`src/rtl/scbc_map.svh`:
```
// Offsets, field positions, reset values and instruction codes of the clock control block
// Overview of operation
// - Only the first oscillator type selection after reset counts; later ones are ignored.
// - A type selection picks the oscillator circuit only; no start, no source change.
// - Without any type selection the main clock stays unusable; on-chip oscillator only.
// - A source that is not oscillating can never become the system clock.
// - The oscillator currently selected as system clock source cannot be stopped.
// - In back-up with main oscillator stopped, the internal main clock node is held high.
// - From reset the main clock node stays high until ceramic chosen and main enabled.
// - Back-up is entered only when the entry instruction directly follows arming.
// - An entry instruction without arming directly before it does not enter back-up.
// - Main oscillator stop bit: 0 enables oscillation, 1 stops it.
// - Source bit: 0 selects main oscillator, 1 selects the on-chip oscillator.
// - Write-only on-chip oscillator stop bit: 0 enables, 1 stops.
// - Two-bit mode field divides the selected source by 1, 2, 4 or 8.
`ifndef SCBC_MAP_SVH
`define SCBC_MAP_SVH

`define SCBC_ADDR_W 12
`define SCBC_OFS_MODE 12'h000
`define SCBC_OFS_RING 12'h004
`define SCBC_OFS_INSTR 12'h008
`define SCBC_OFS_STATUS 12'h00c

`define SCBC_MODE_SRC 0
`define SCBC_MODE_MSTOP 1
`define SCBC_MODE_DIV_LO 2
`define SCBC_MODE_DIV_HI 3
`define SCBC_MODE_RST 4'hf
`define SCBC_RING_RST 1'h0

`define SCBC_INS_NOP 4'h0
`define SCBC_INS_CERAMIC 4'h1
`define SCBC_INS_RC 4'h2
`define SCBC_INS_CRYSTAL 4'h3
`define SCBC_INS_ARM 4'h4
`define SCBC_INS_ENTER 4'h5
`define SCBC_INS_IRQ_OFF 4'h6

`endif

```
`src/rtl/scbc_pkg.sv`:
```
// Types of the clock control block
package scbc_pkg;
  typedef enum logic [1:0] {OSC_NONE, OSC_CERAMIC, OSC_RC, OSC_CRYSTAL} scbc_osc_e;

  typedef struct packed {
    logic [3:0] mode;
    logic ring_stop;
    scbc_osc_e osc_type;
    logic type_locked;
    logic armed;
    logic backup;
    logic released;
    logic xin_node;
    logic ring_prev;
    logic sys_tick;
    logic pready;
    logic pslverr;
    logic [31:0] prdata;
  } scbc_state_s;

  typedef struct packed {
    logic [2:0] cnt;
    logic tick;
  } scbc_div_s;
endpackage : scbc_pkg

```
`src/rtl/scbc_div.sv`:
```
// Source tick divider: passes one tick in 1, 2, 4 or 8
`timescale 1ns/100ps
module scbc_div (
  input wire logic pclk,
  input wire logic presetn,
  input wire logic tick_in,
  input wire logic [1:0] div_sel,
  output logic tick_out
);
  scbc_pkg::scbc_div_s st;
  scbc_pkg::scbc_div_s next_st;
  logic [2:0] mask;

  always_comb begin
    mask = 3'h0;
    unique case (div_sel)
      2'h0: mask = 3'h0;
      2'h1: mask = 3'h1;
      2'h2: mask = 3'h3;
      2'h3: mask = 3'h7;
    endcase
    next_st = st;
    next_st.tick = 1'b0;
    if (tick_in) begin
      next_st.cnt = (st.cnt & mask) == mask ? 3'h0 : 3'(st.cnt + 3'h1);
      next_st.tick = (st.cnt & mask) == mask;
    end
  end

  always_ff @(posedge pclk or negedge presetn) begin
    if (!presetn) begin
      st <= '0;
    end else begin
      st <= next_st;
    end
  end

  assign tick_out = st.tick;
endmodule : scbc_div

```
`src/rtl/scbc_top.sv`:
```
// Clock source control, type lock and back-up entry with APB register access
`timescale 1ns/100ps
`include "scbc_map.svh"
module scbc_top (
  input wire logic pclk,
  input wire logic presetn,
  input wire logic psel,
  input wire logic penable,
  input wire logic pwrite,
  input wire logic [31:0] paddr,
  input wire logic [31:0] pwdata,
  output logic [31:0] prdata,
  output logic pready,
  output logic pslverr,
  input wire logic xin_pad,
  input wire logic ring_osc_clk,
  input wire logic wake_in,
  output logic xin_node,
  output logic sys_tick,
  output logic main_osc_on,
  output logic ring_osc_on,
  output logic backup_state,
  output logic [1:0] osc_type
);
  scbc_pkg::scbc_state_s st;
  scbc_pkg::scbc_state_s next_st;
  logic [`SCBC_ADDR_W-1:0] addr;
  logic setup;
  logic wr;
  logic mode_wr;
  logic ring_wr;
  logic ins_wr;
  logic [3:0] code;
  logic mapped;
  logic [31:0] rd_word;
  logic main_tick;
  logic ring_tick;
  logic div_out;
  logic req_src;
  logic req_mstop;
  logic req_rstop;

  assign addr = paddr[`SCBC_ADDR_W-1:0];
  assign setup = psel && !penable;
  // Unmapped writes answer with an error and must not alias onto a register
  assign wr = psel && penable && st.pready && pwrite && mapped;
  assign mode_wr = wr && addr == `SCBC_OFS_MODE;
  assign ring_wr = wr && addr == `SCBC_OFS_RING;
  assign ins_wr = wr && addr == `SCBC_OFS_INSTR;
  assign code = pwdata[3:0];
  assign mapped = paddr[31:`SCBC_ADDR_W] == '0 &&
                  (addr == `SCBC_OFS_MODE || addr == `SCBC_OFS_RING ||
                   addr == `SCBC_OFS_INSTR || addr == `SCBC_OFS_STATUS);

  // Edge of each running source is one source tick
  assign main_tick = !st.mode[`SCBC_MODE_MSTOP] && xin_pad && !st.xin_node;
  assign ring_tick = !st.ring_stop && ring_osc_clk && !st.ring_prev;

  scbc_div u_div (
    .pclk(pclk),
    .presetn(presetn),
    .tick_in(st.mode[`SCBC_MODE_SRC] ? ring_tick : main_tick),
    .div_sel(st.mode[`SCBC_MODE_DIV_HI:`SCBC_MODE_DIV_LO]),
    .tick_out(div_out)
  );

  always_comb begin
    rd_word = 32'h0000_0000;
    unique case (addr)
      `SCBC_OFS_MODE: rd_word = {28'h000_0000, st.mode};
      `SCBC_OFS_STATUS: rd_word = {24'h00_0000, st.released, st.backup, st.armed, st.type_locked,
                                   st.osc_type, !st.ring_stop, !st.mode[`SCBC_MODE_MSTOP]};
      default: rd_word = 32'h0000_0000; // Ring stop bit is write-only
    endcase
  end

  always_comb begin
    next_st = st;
    req_src = pwdata[`SCBC_MODE_SRC];
    req_mstop = pwdata[`SCBC_MODE_MSTOP] || !st.type_locked;
    req_rstop = pwdata[0];
    next_st.pready = setup;
    next_st.pslverr = setup && !mapped;
    if (setup) begin
      next_st.prdata = mapped ? rd_word : 32'h0000_0000;
    end
    if (mode_wr) begin
      next_st.mode[`SCBC_MODE_DIV_HI:`SCBC_MODE_DIV_LO] = pwdata[`SCBC_MODE_DIV_HI:`SCBC_MODE_DIV_LO];
      // Refuse a source that would not be oscillating after the write
      if ((!req_src && req_mstop) || (req_src && st.ring_stop)) begin
        req_src = st.mode[`SCBC_MODE_SRC];
      end
      next_st.mode[`SCBC_MODE_SRC] = req_src;
      if (!req_src && req_mstop) begin
        req_mstop = st.mode[`SCBC_MODE_MSTOP];
      end
      next_st.mode[`SCBC_MODE_MSTOP] = req_mstop;
    end
    if (ring_wr) begin
      next_st.ring_stop = (req_rstop && st.mode[`SCBC_MODE_SRC]) ? st.ring_stop : req_rstop;
    end
    if (ins_wr) begin
      // Any executed instruction other than arming breaks the arming
      next_st.armed = code == `SCBC_INS_ARM;
      if (code == `SCBC_INS_ENTER && st.armed) begin
        next_st.backup = 1'b1;
      end
      if (!st.type_locked) begin
        unique case (code)
          `SCBC_INS_CERAMIC: next_st.osc_type = scbc_pkg::OSC_CERAMIC;
          `SCBC_INS_RC: next_st.osc_type = scbc_pkg::OSC_RC;
          `SCBC_INS_CRYSTAL: next_st.osc_type = scbc_pkg::OSC_CRYSTAL;
          default: next_st.osc_type = st.osc_type;
        endcase
        next_st.type_locked = code == `SCBC_INS_CERAMIC || code == `SCBC_INS_RC ||
                              code == `SCBC_INS_CRYSTAL;
      end
    end
    if (st.backup && wake_in) begin
      next_st.backup = 1'b0;
    end
    // Release needs a lock and a cleared stop bit; only ceramic opens the pad
    if (st.osc_type == scbc_pkg::OSC_CERAMIC && !st.mode[`SCBC_MODE_MSTOP]) begin
      next_st.released = 1'b1;
    end
    next_st.xin_node = ((st.backup && st.mode[`SCBC_MODE_MSTOP]) || !st.released) ? 1'b1 : xin_pad;
    next_st.ring_prev = ring_osc_clk;
    // Back-up freezes the system clock
    next_st.sys_tick = div_out && !st.backup;
  end

  always_ff @(posedge pclk or negedge presetn) begin
    if (!presetn) begin
      st <= '0;
      st.mode <= `SCBC_MODE_RST;
      st.ring_stop <= `SCBC_RING_RST;
      st.osc_type <= scbc_pkg::OSC_NONE;
      st.xin_node <= 1'b1;
    end else begin
      st <= next_st;
    end
  end

  assign prdata = st.prdata;
  assign pready = st.pready;
  assign pslverr = st.pslverr;
  assign xin_node = st.xin_node;
  assign sys_tick = st.sys_tick;
  assign main_osc_on = !st.mode[`SCBC_MODE_MSTOP];
  assign ring_osc_on = !st.ring_stop;
  assign backup_state = st.backup;
  assign osc_type = st.osc_type;
endmodule : scbc_top

```
`config.mk`:
```
export PLATFORM = sky130hd
export DESIGN_NAME = scbc_top
export DESIGN_NICKNAME = d
export VERILOG_FILES = /design/src/rtl/scbc_pkg.sv /design/src/rtl/scbc_div.sv /design/src/rtl/scbc_top.sv
export VERILOG_INCLUDE_DIRS = /design/src /design/src/rtl
export SDC_FILE = /design/constraint.sdc
export NUM_CORES = 1
export LEC_CHECK = 0
export BUFFER_PORTS_ARGS = -buffer_cell sky130_fd_sc_hd__clkbuf_2
export CAP_MARGIN = 25
export CORE_ASPECT_RATIO = 0.7
export CORE_MARGIN = 2
export CORE_UTILIZATION = 41
export DETAILED_ROUTE_END_ITERATION = 12
export PLACE_DENSITY = 0.8
export SLEW_MARGIN = 40
export SYNTH_ARGS = -nofsm -noshare
export SYNTH_HDL_FRONTEND = slang
export SYNTH_SLANG_ARGS = --single-unit
```
`constraint.sdc`:
```
create_clock -name pclk -period 1.65 [get_ports pclk]
set_input_delay 0.33 -clock pclk [delete_from_list [all_inputs] [get_ports pclk]]
set_output_delay 0.33 -clock pclk [all_outputs]
set_load 0.05 [all_outputs]
```
==> results of run 1 <==
-- kinds of logic (layout without fill, tap and decap cells) --
group                      Yosys count  after routing  share of synthesized area [%]
AOI/OAI and AO/OA                   29             29                          15.08
DFF                                 28             28                          44.59
adders and majority gates            1              1                         0.7891
muxes                                5              5                          3.551
and+or+nand+nor                     42             42                          15.86
other                                1             24                         0.2366
buffers and inverters               49             86                          19.89
-- power breakdown --
part	switching [mW]	internal [mW]	total [mW]
Sequential	0.00550	0.694	0.699
Clock	0.211	0.325	0.536
Combinational	0.191	0.0621	0.253
Total	0.407	1.08	1.49
-- layer usage --
metal	track usage, %	vias up	part of all wire, %
met2	23.77	78	43
li1	-	622	-
met4	2.256	0	0.43
met1	23.52	592	44
met5	0	-	0
met3	6.169	2	12
-- worst max-delay path, cell delays in order, from the launching register on --
cell,delay (ps)
sky130_fd_sc_hd__dfrtp_2,370
sky130_fd_sc_hd__nand4_1,150
sky130_fd_sc_hd__buf_4,190
sky130_fd_sc_hd__nor4_4,220
sky130_fd_sc_hd__nand4_1,180
sky130_fd_sc_hd__mux2_2,320
-- cell usage in the layout (no fill, tap or decap), drive strengths merged, types with 3 or more instances in the layout --
| cell type | instances |
|---|---|
| dfrtp | 23 |
| mux2 | 5 |
| nor4 | 9 |
| a32o | 8 |
| nor2 | 8 |
| conb | 24 |
| inv | 11 |
| nor3b | 3 |
| nand2 | 5 |
| clkbuf | 63 |
| a21o | 5 |
| dfstp | 5 |
| nand4 | 6 |
| nor2b | 3 |
| buf | 10 |
-- final timing paths --
| kind | start | end | depth (start not counted) |
|---|---|---|---|
| hold reg to reg | u_div.tick_out$_DFF_PN0_ | sys_tick$_DFF_PN0_ | 1 |
| setup / recovery | pready$_DFF_PN0_ | osc_type[0]$_DFFE_PN0P_ | 5 |
| max in group asynchronous | presetn | st[46]$_DFFE_PN1P_ | 3 |
| setup reg to reg | pready$_DFF_PN0_ | osc_type[0]$_DFFE_PN0P_ | 5 |
| min in group asynchronous | presetn | prdata[5]$_DFFE_PN0P_ | 2 |
| hold / removal | ring_osc_clk | st[35]$_DFF_PN0_ | 1 |
-- per-stage QoR --
stage	setup TNS (ps)	instances	total power [mW]	setup slack, ps
after detailed placement	-612.4	260	0.9601	-106.0
final	0	265	1.488	109.8
after CTS	0	265	1.496	30.22
after global routing	-37.03	265	1.558	-21.34
after global placement	-179.6	260	0.9566	-54.43
after floorplan	-98.18	178	0.9102	-49.09
-- what timing repair did --
action | CTS | global route
hold buffers | 1 | 0
setup endpoints to repair | 0 | 6
endpoints found under the hold margin | 13 | 0
resized for setup | 0 | 3
-- final cells by class --
class,count,area [µm²]
clock buffers,3,41.29
clock inverters,1,30.03
fillers,342,1653
inverters,11,41.29
multi-input cells,101,669.4
flip-flops and latches,28,708.2
well taps,50,62.56
repair buffers,71,397.9
-- flip-flops by register name (all words and copies together) (netlist names) --
signal          flops
st                  9
u_div.st            3
xin_node            1
pslverr             1
u_div.tick_out      1
osc_type            2
pready              1
prdata              8
sys_tick            1
backup_state        1
==> implementation parameters, run 1 <==
Parameter                              Value

Floorplan
  Effective utilization at floorplan    43.99%
  Total number of placement rows    18
  Boundary pin count    about 110
  Full die area    0.004388 mm²
  Chip Height    56.03 µm
  Horizontal die dimension    approximately 78 µm
  Core area    approximately 0.0036 mm²

Setup path
  Minimum setup slack among reg-to-reg paths    110 ps
  Endpoint arrival time on the critical path    1710 ps
  Crit. End Element    flop
  Startpoint type of the worst setup path    flop
  Largest driver fanout on the critical path    3
  Required time at the worst-slack endpoint    1820 ps
  Start-to-end type of the worst setup path    flop to flop

GRT
  Pin count of the biggest net entering global routing    17
  Global-route wire length before repair    5.582 mm
  Antenna violations before repair    0
  Tot GR Track Use    16.30%
  Total congestion overflow after global routing    0
  Via count of the first global-routing pass    between 1000 and 1500

Timing
  Worst hold slack across all endpoints    between 150 and 200 ps
  Final Hold Vio Count    0
  Count of final max-slew check failures    0
  Clock Skews    2.446 ps
  Shortest clock period the worst path allows after layout    1540 ps
  Highest attainable clock frequency    roughly 650 MHz
  Final number of setup-violating endpoints    0
  Ratio of final minimum period to clock period    93.34%

Job
  Max-capacitance violation count    0

Layout
  Ratio of cells with drive above 1 in the final layout    41.86%
  Final Cell Area    0.001951 mm²
  Diodes inserted    0
  Layout Nets    289
  Growth of design area from synthesis to finish    23.05%
  Core utilization of the finished layout    54.13%

Synthesis
  Share of the synthesized area in the top cell type    36.31%
  Predominant post-synthesis flop cell    sky130_fd_sc_hd__dfrtp_1
  Unique cell type count in the Yosys netlist    34
  Cell with the most instances after synthesis    sky130_fd_sc_hd__buf_4
  Most used standard cells in the synthesized netlist    sky130_fd_sc_hd__buf_4 (35), sky130_fd_sc_hd__dfrtp_1 (23), sky130_fd_sc_hd__inv_1 (11)
  Post-Syn Area per Cell    between 10 and 15 µm²
  Top post-synthesis cells by area    sky130_fd_sc_hd__dfrtp_1 (36%), sky130_fd_sc_hd__buf_4 (17%), sky130_fd_sc_hd__dfstp_2 (8.3%), sky130_fd_sc_hd__a32o_1 (5.1%), sky130_fd_sc_hd__mux2_2 (3.6%)
  Area of the mapped netlist    0.001585 mm²
  Sequential cell area fraction in the yosys report    44.59%
  Gate count after technology mapping    155
  Yosys reg bits    28
  Share of flip-flops with an asynchronous set or reset    100.0%
  Count of warnings emitted by yosys    0
  Post-synth top area cell    sky130_fd_sc_hd__dfrtp_1
  Count of flip-flops with a built-in enable after synthesis    0

Detailed routing
  Detailed-route wire length    3.454 mm
  Number of vias per cell    4.883
  DR iter-0 viols    72
  Number of detailed-routing iterations run before antenna repair    4
  DRC Markers    0
  ANT nets after route    0
  DR vias    roughly 1300
  Average wire length per cell after detail routing    ~13 µm

Clock network
  Post-CTS setup-driven buffer insertion count    0
  Cts bufs inserted    3
  Clock-pin transition on the worst setup and hold timing paths    90 ps
  Clock insertion delay at the later pin of the skew report    270 ps
  # clock sinks    28
  Clock tree from TritonCTS    built
  CTS Buffer Depth    2
  Total number of H-tree levels    1
  Library cell used as clock root buffer    sky130_fd_sc_hd__clkbuf_8

Place
  HPWL after detailed placement    2.858 mm
  Placed standard-cell area    0.001849 mm²
  Port bufs    60
  Final RePlAce weighted congestion    between 0.8 and 0.9

Power and ir drop
  Worst supply voltage drop on vdd    0.3724 mV
  Leakage power    1.029 nW
  Pwr/cell area    762.7 mW/mm²

Run status
  Run status    finished clean

Min path
  Worst hold-check path type    input pin to flop
Power figures use the tool's default switching activity.
==> run 2, diff against run 1 <==
--- a/config.mk
+++ b/config.mk
@@ -8,11 +8,13 @@
 export LEC_CHECK = 0
 export BUFFER_PORTS_ARGS = -buffer_cell sky130_fd_sc_hd__clkbuf_2
 export CAP_MARGIN = 25
+export CELL_PAD_IN_SITES_DETAIL_PLACEMENT = 0
+export CELL_PAD_IN_SITES_GLOBAL_PLACEMENT = 2
 export CORE_ASPECT_RATIO = 0.7
 export CORE_MARGIN = 2
-export CORE_UTILIZATION = 41
+export CORE_UTILIZATION = 22
 export DETAILED_ROUTE_END_ITERATION = 12
-export PLACE_DENSITY = 0.8
+export PLACE_DENSITY_LB_ADDON = 0.1
 export SLEW_MARGIN = 40
 export SYNTH_ARGS = -nofsm -noshare
 export SYNTH_HDL_FRONTEND = slang
==> run 2 against run 1 <==
Against the previous run: first-iteration DRC count fell by 49%; final cell count rose by 17%; wire length rose by 17%; clock skew rose by 3.6 ps; sequential power barely moved; sequential share of layout area fell by 0.69 points; critical endpoint is now main_osc_on; largest cell class unchanged; largest power group unchanged.
==> implementation parameters, run 2 (same netlist as run 1, synthesis figures left out) <==
Parameter                              Value

Power and ir drop
  Leakage power    1.025 nW (was 1.029 nW)
  Total chip power    1.385 mW (was 1.488 mW)
  Worst supply voltage drop on vdd    0.2854 mV (was 0.3724 mV)
  Pwr/cell area    696.7 mW/mm² (was 762.7 mW/mm²)

Clock network
  Library cell used as clock root buffer    sky130_fd_sc_hd__clkbuf_8 (unchanged)
  Clock-pin transition on the worst setup and hold timing paths    90 ps (about the same)
  Cts bufs inserted    3 (unchanged)
  Clock insertion delay at the later pin of the skew report    280 ps (was 270 ps)
  Clock tree from TritonCTS    built (unchanged)
  CTS Buffer Depth    2 (unchanged)
  # clock sinks    28 (unchanged)
  Total number of H-tree levels    1 (unchanged)
  Post-CTS setup-driven buffer insertion count    0 (unchanged)

Place
  HPWL after detailed placement    3.406 mm (was 2.858 mm)
  Port bufs    60 (unchanged)
  Total placed cells including tap cells    305 (was 260)
  Final RePlAce weighted congestion    0.7377 (was 0.8544)
  Post-Place Setup Slack    -113.6 ps (was -106.0 ps)
  Placed standard-cell area    0.001912 mm² (was 0.001849 mm²)

Min path
  Worst hold-check path type    input pin to flop (unchanged)

Setup path
  Chain of cells forming the critical path    inv_1, clkbuf_2 (was nand4_1, buf_4, nor4_4, nand4_1, mux2_2)
  Required time at the worst-slack endpoint    1320 ps (was 1820 ps)
  Crit. End Element    output pin (was flop)
  Endpoint of the most critical setup path    main_osc_on (was osc_type[0]$_DFFE_PN0P_)
  Highest-delay cell along the critical path    sky130_fd_sc_hd__dfstp_2 (was sky130_fd_sc_hd__dfrtp_2)
  Worst stage delay on the critical path    570 ps (was 370 ps)
  Cells on worst reg2reg path    5 (unchanged)
  Minimum setup slack among reg-to-reg paths    120 ps (was 110 ps)
  Start-to-end type of the worst setup path    flop to output pin (was flop to flop)
  Reg-to-Reg End    osc_type[1]$_DFFE_PN0P_ (was osc_type[0]$_DFFE_PN0P_)
  Source of the worst register-to-register timing path    pready$_DFF_PN0_ (unchanged)
  Endpoint arrival time on the critical path    1220 ps (was 1710 ps)
  Largest driver fanout on the critical path    4 (was 3)
  Worst setup startpoint    st[45]$_DFFE_PN1P_ (was pready$_DFF_PN0_)
  Startpoint type of the worst setup path    flop (unchanged)

Timing
  Final number of setup-violating endpoints    0 (unchanged)
  Clock Skews    6.022 ps (was 2.446 ps)
  Ratio of final minimum period to clock period    93.79% (was 93.34%)
  Worst hold slack across all endpoints    174.6 ps (was 183.0 ps)
  Final Hold Vio Count    0 (unchanged)
  Setup TNS    0 ps (unchanged)
  Shortest clock period the worst path allows after layout    1548 ps (was 1540 ps)
  Highest attainable clock frequency    646.2 MHz (was 649.3 MHz)
  RSZ-0062 raised after global routing    false
  Fin worst setup slack    102.4 ps (was 109.8 ps)
  Count of final max-slew check failures    0 (unchanged)

Layout
  Layout Nets    290 (was 289)
  Core utilization of the finished layout    29.02% (was 54.13%)
  Post-route insts no fill    310 (was 265)
  Area taken by multi-input logic gates    660.6 µm² (was 669.4 µm²)
  Leading cell types in the layout, fill and taps excluded    sky130_fd_sc_hd__clkbuf_2 (60), sky130_fd_sc_hd__conb_1 (24), sky130_fd_sc_hd__dfrtp_1 (22) (unchanged)
  Growth of design area from synthesis to finish    25.41% (was 23.05%)
  Final Cell Area    0.001988 mm² (was 0.001951 mm²)
  Diodes inserted    0 (unchanged)
  Storage cell area    708.2 µm² (unchanged)
  Flip-flop count of the largest register after layout    9 (unchanged)
  Ratio of cells with drive above 1 in the final layout    42.13% (was 41.86%)
  Most flops, register    st (unchanged)
  Count of filler cells inserted in the layout    753 (was 342)
  Most frequent standard cell in the layout excluding fill and tap cells    sky130_fd_sc_hd__clkbuf_2 (unchanged)

Detailed routing
  Number of detailed-routing iterations run before antenna repair    6 (was 4)
  DRC Markers    0 (unchanged)
  ANT nets after route    0 (unchanged)
  DR iter-0 viols    37 (was 72)
  DR vias    1291 (was 1294)
  Highest routing layer actually used    met4 (unchanged)
  Met3 layer wire length in the routed design    245 µm (was 416 µm)
  Number of vias per cell    4.165 (was 4.883)
  Met2 Wirelength    1.819 mm (was 1.495 mm)
  Average wire length per cell after detail routing    13.00 µm (was 13.03 µm)
  Detailed-route wire length    4.030 mm (was 3.454 mm)
  Detailed-route wire length on metal 1    1.937 mm (was 1.526 mm)

Floorplan
  Boundary pin count    113 (unchanged)
  Effective utilization at floorplan    23.14% (was 43.99%)
  Horizontal die dimension    105.5 µm (was 78.32 µm)
  Core area    0.006850 mm² (was 0.003603 mm²)
  Chip Height    75.02 µm (was 56.03 µm)
  Total number of placement rows    25 (was 18)
  Full die area    0.007912 mm² (was 0.004388 mm²)

GRT
  Total congestion overflow after global routing    0 (unchanged)
  Pin count of the biggest net entering global routing    17 (unchanged)
  Via count of the first global-routing pass    1288 (was 1184)
  Tot GR Track Use    10.94% (was 16.30%)
  Global-route wire length before repair    6.672 mm (was 5.582 mm)
  Antenna violations before repair    0 (unchanged)

Run status
  Run status    finished clean (unchanged)

Job
  Max-capacitance violation count    0 (unchanged)
==> run 2: cell types whose count changed in the layout (fill, tap and decap cells not counted) <==
cell,delta
sky130_fd_sc_hd__clkbuf_8,+1
sky130_fd_sc_hd__nor4_4,-1
sky130_fd_sc_hd__buf_4,+1
sky130_fd_sc_hd__nor4_2,+1
sky130_fd_sc_hd__bufinv_16,-1
==> run 2: power by group <==
group	switching [mW]	internal (mW)
Combinational	0.191	0.0623
Clock	0.219	0.214
Sequential	0.00567	0.694
==> run 2: how the worst min path moves through the flow <==
stage / start / to / cells past startpoint
after floorplan: presetn / backup_state$_DFFE_PN0P_ / 0
after global placement: presetn / st[40]$_DFFE_PN0P_ / 1
after detailed placement: presetn / pready$_DFF_PN0_ / 1
after CTS: ring_osc_clk / st[35]$_DFF_PN0_ / 1
after global routing: ring_osc_clk / st[35]$_DFF_PN0_ / 1
final: ring_osc_clk / st[35]$_DFF_PN0_ / 1
==> run 2: critical path, delay by kind of cell, from the launching register on <==
family / cells / cell delay [ps]
buffers and inverters: 2 / 370
flip-flops: 1 / 570
==> run 2: timing repair <==
item,CTS,global route
hold buffers,1,0
hold endpoints to repair,8,0
endpoints found under the setup margin,0,5
resized for setup,0,2
==> run 2: per-layer routing <==
metal / global-route usage (%) / vias to the layer above
met3: 2.944 / 4
met2: 18.14 / 47
li1: - / 622
met4: 2.222 / 0
met1: 14.61 / 618
met5: 0 / -
==> run 2: layout make-up <==
| class | count | area share, % |
|---|---|---|
| inverter | 11 | 2.077 |
| multi-input combinational | 101 | 33.23 |
| timing repair buffer | 72 | 20.39 |
| sequential | 28 | 35.62 |
| clock buffer | 4 | 2.769 |
| tap | 94 | 5.916 |
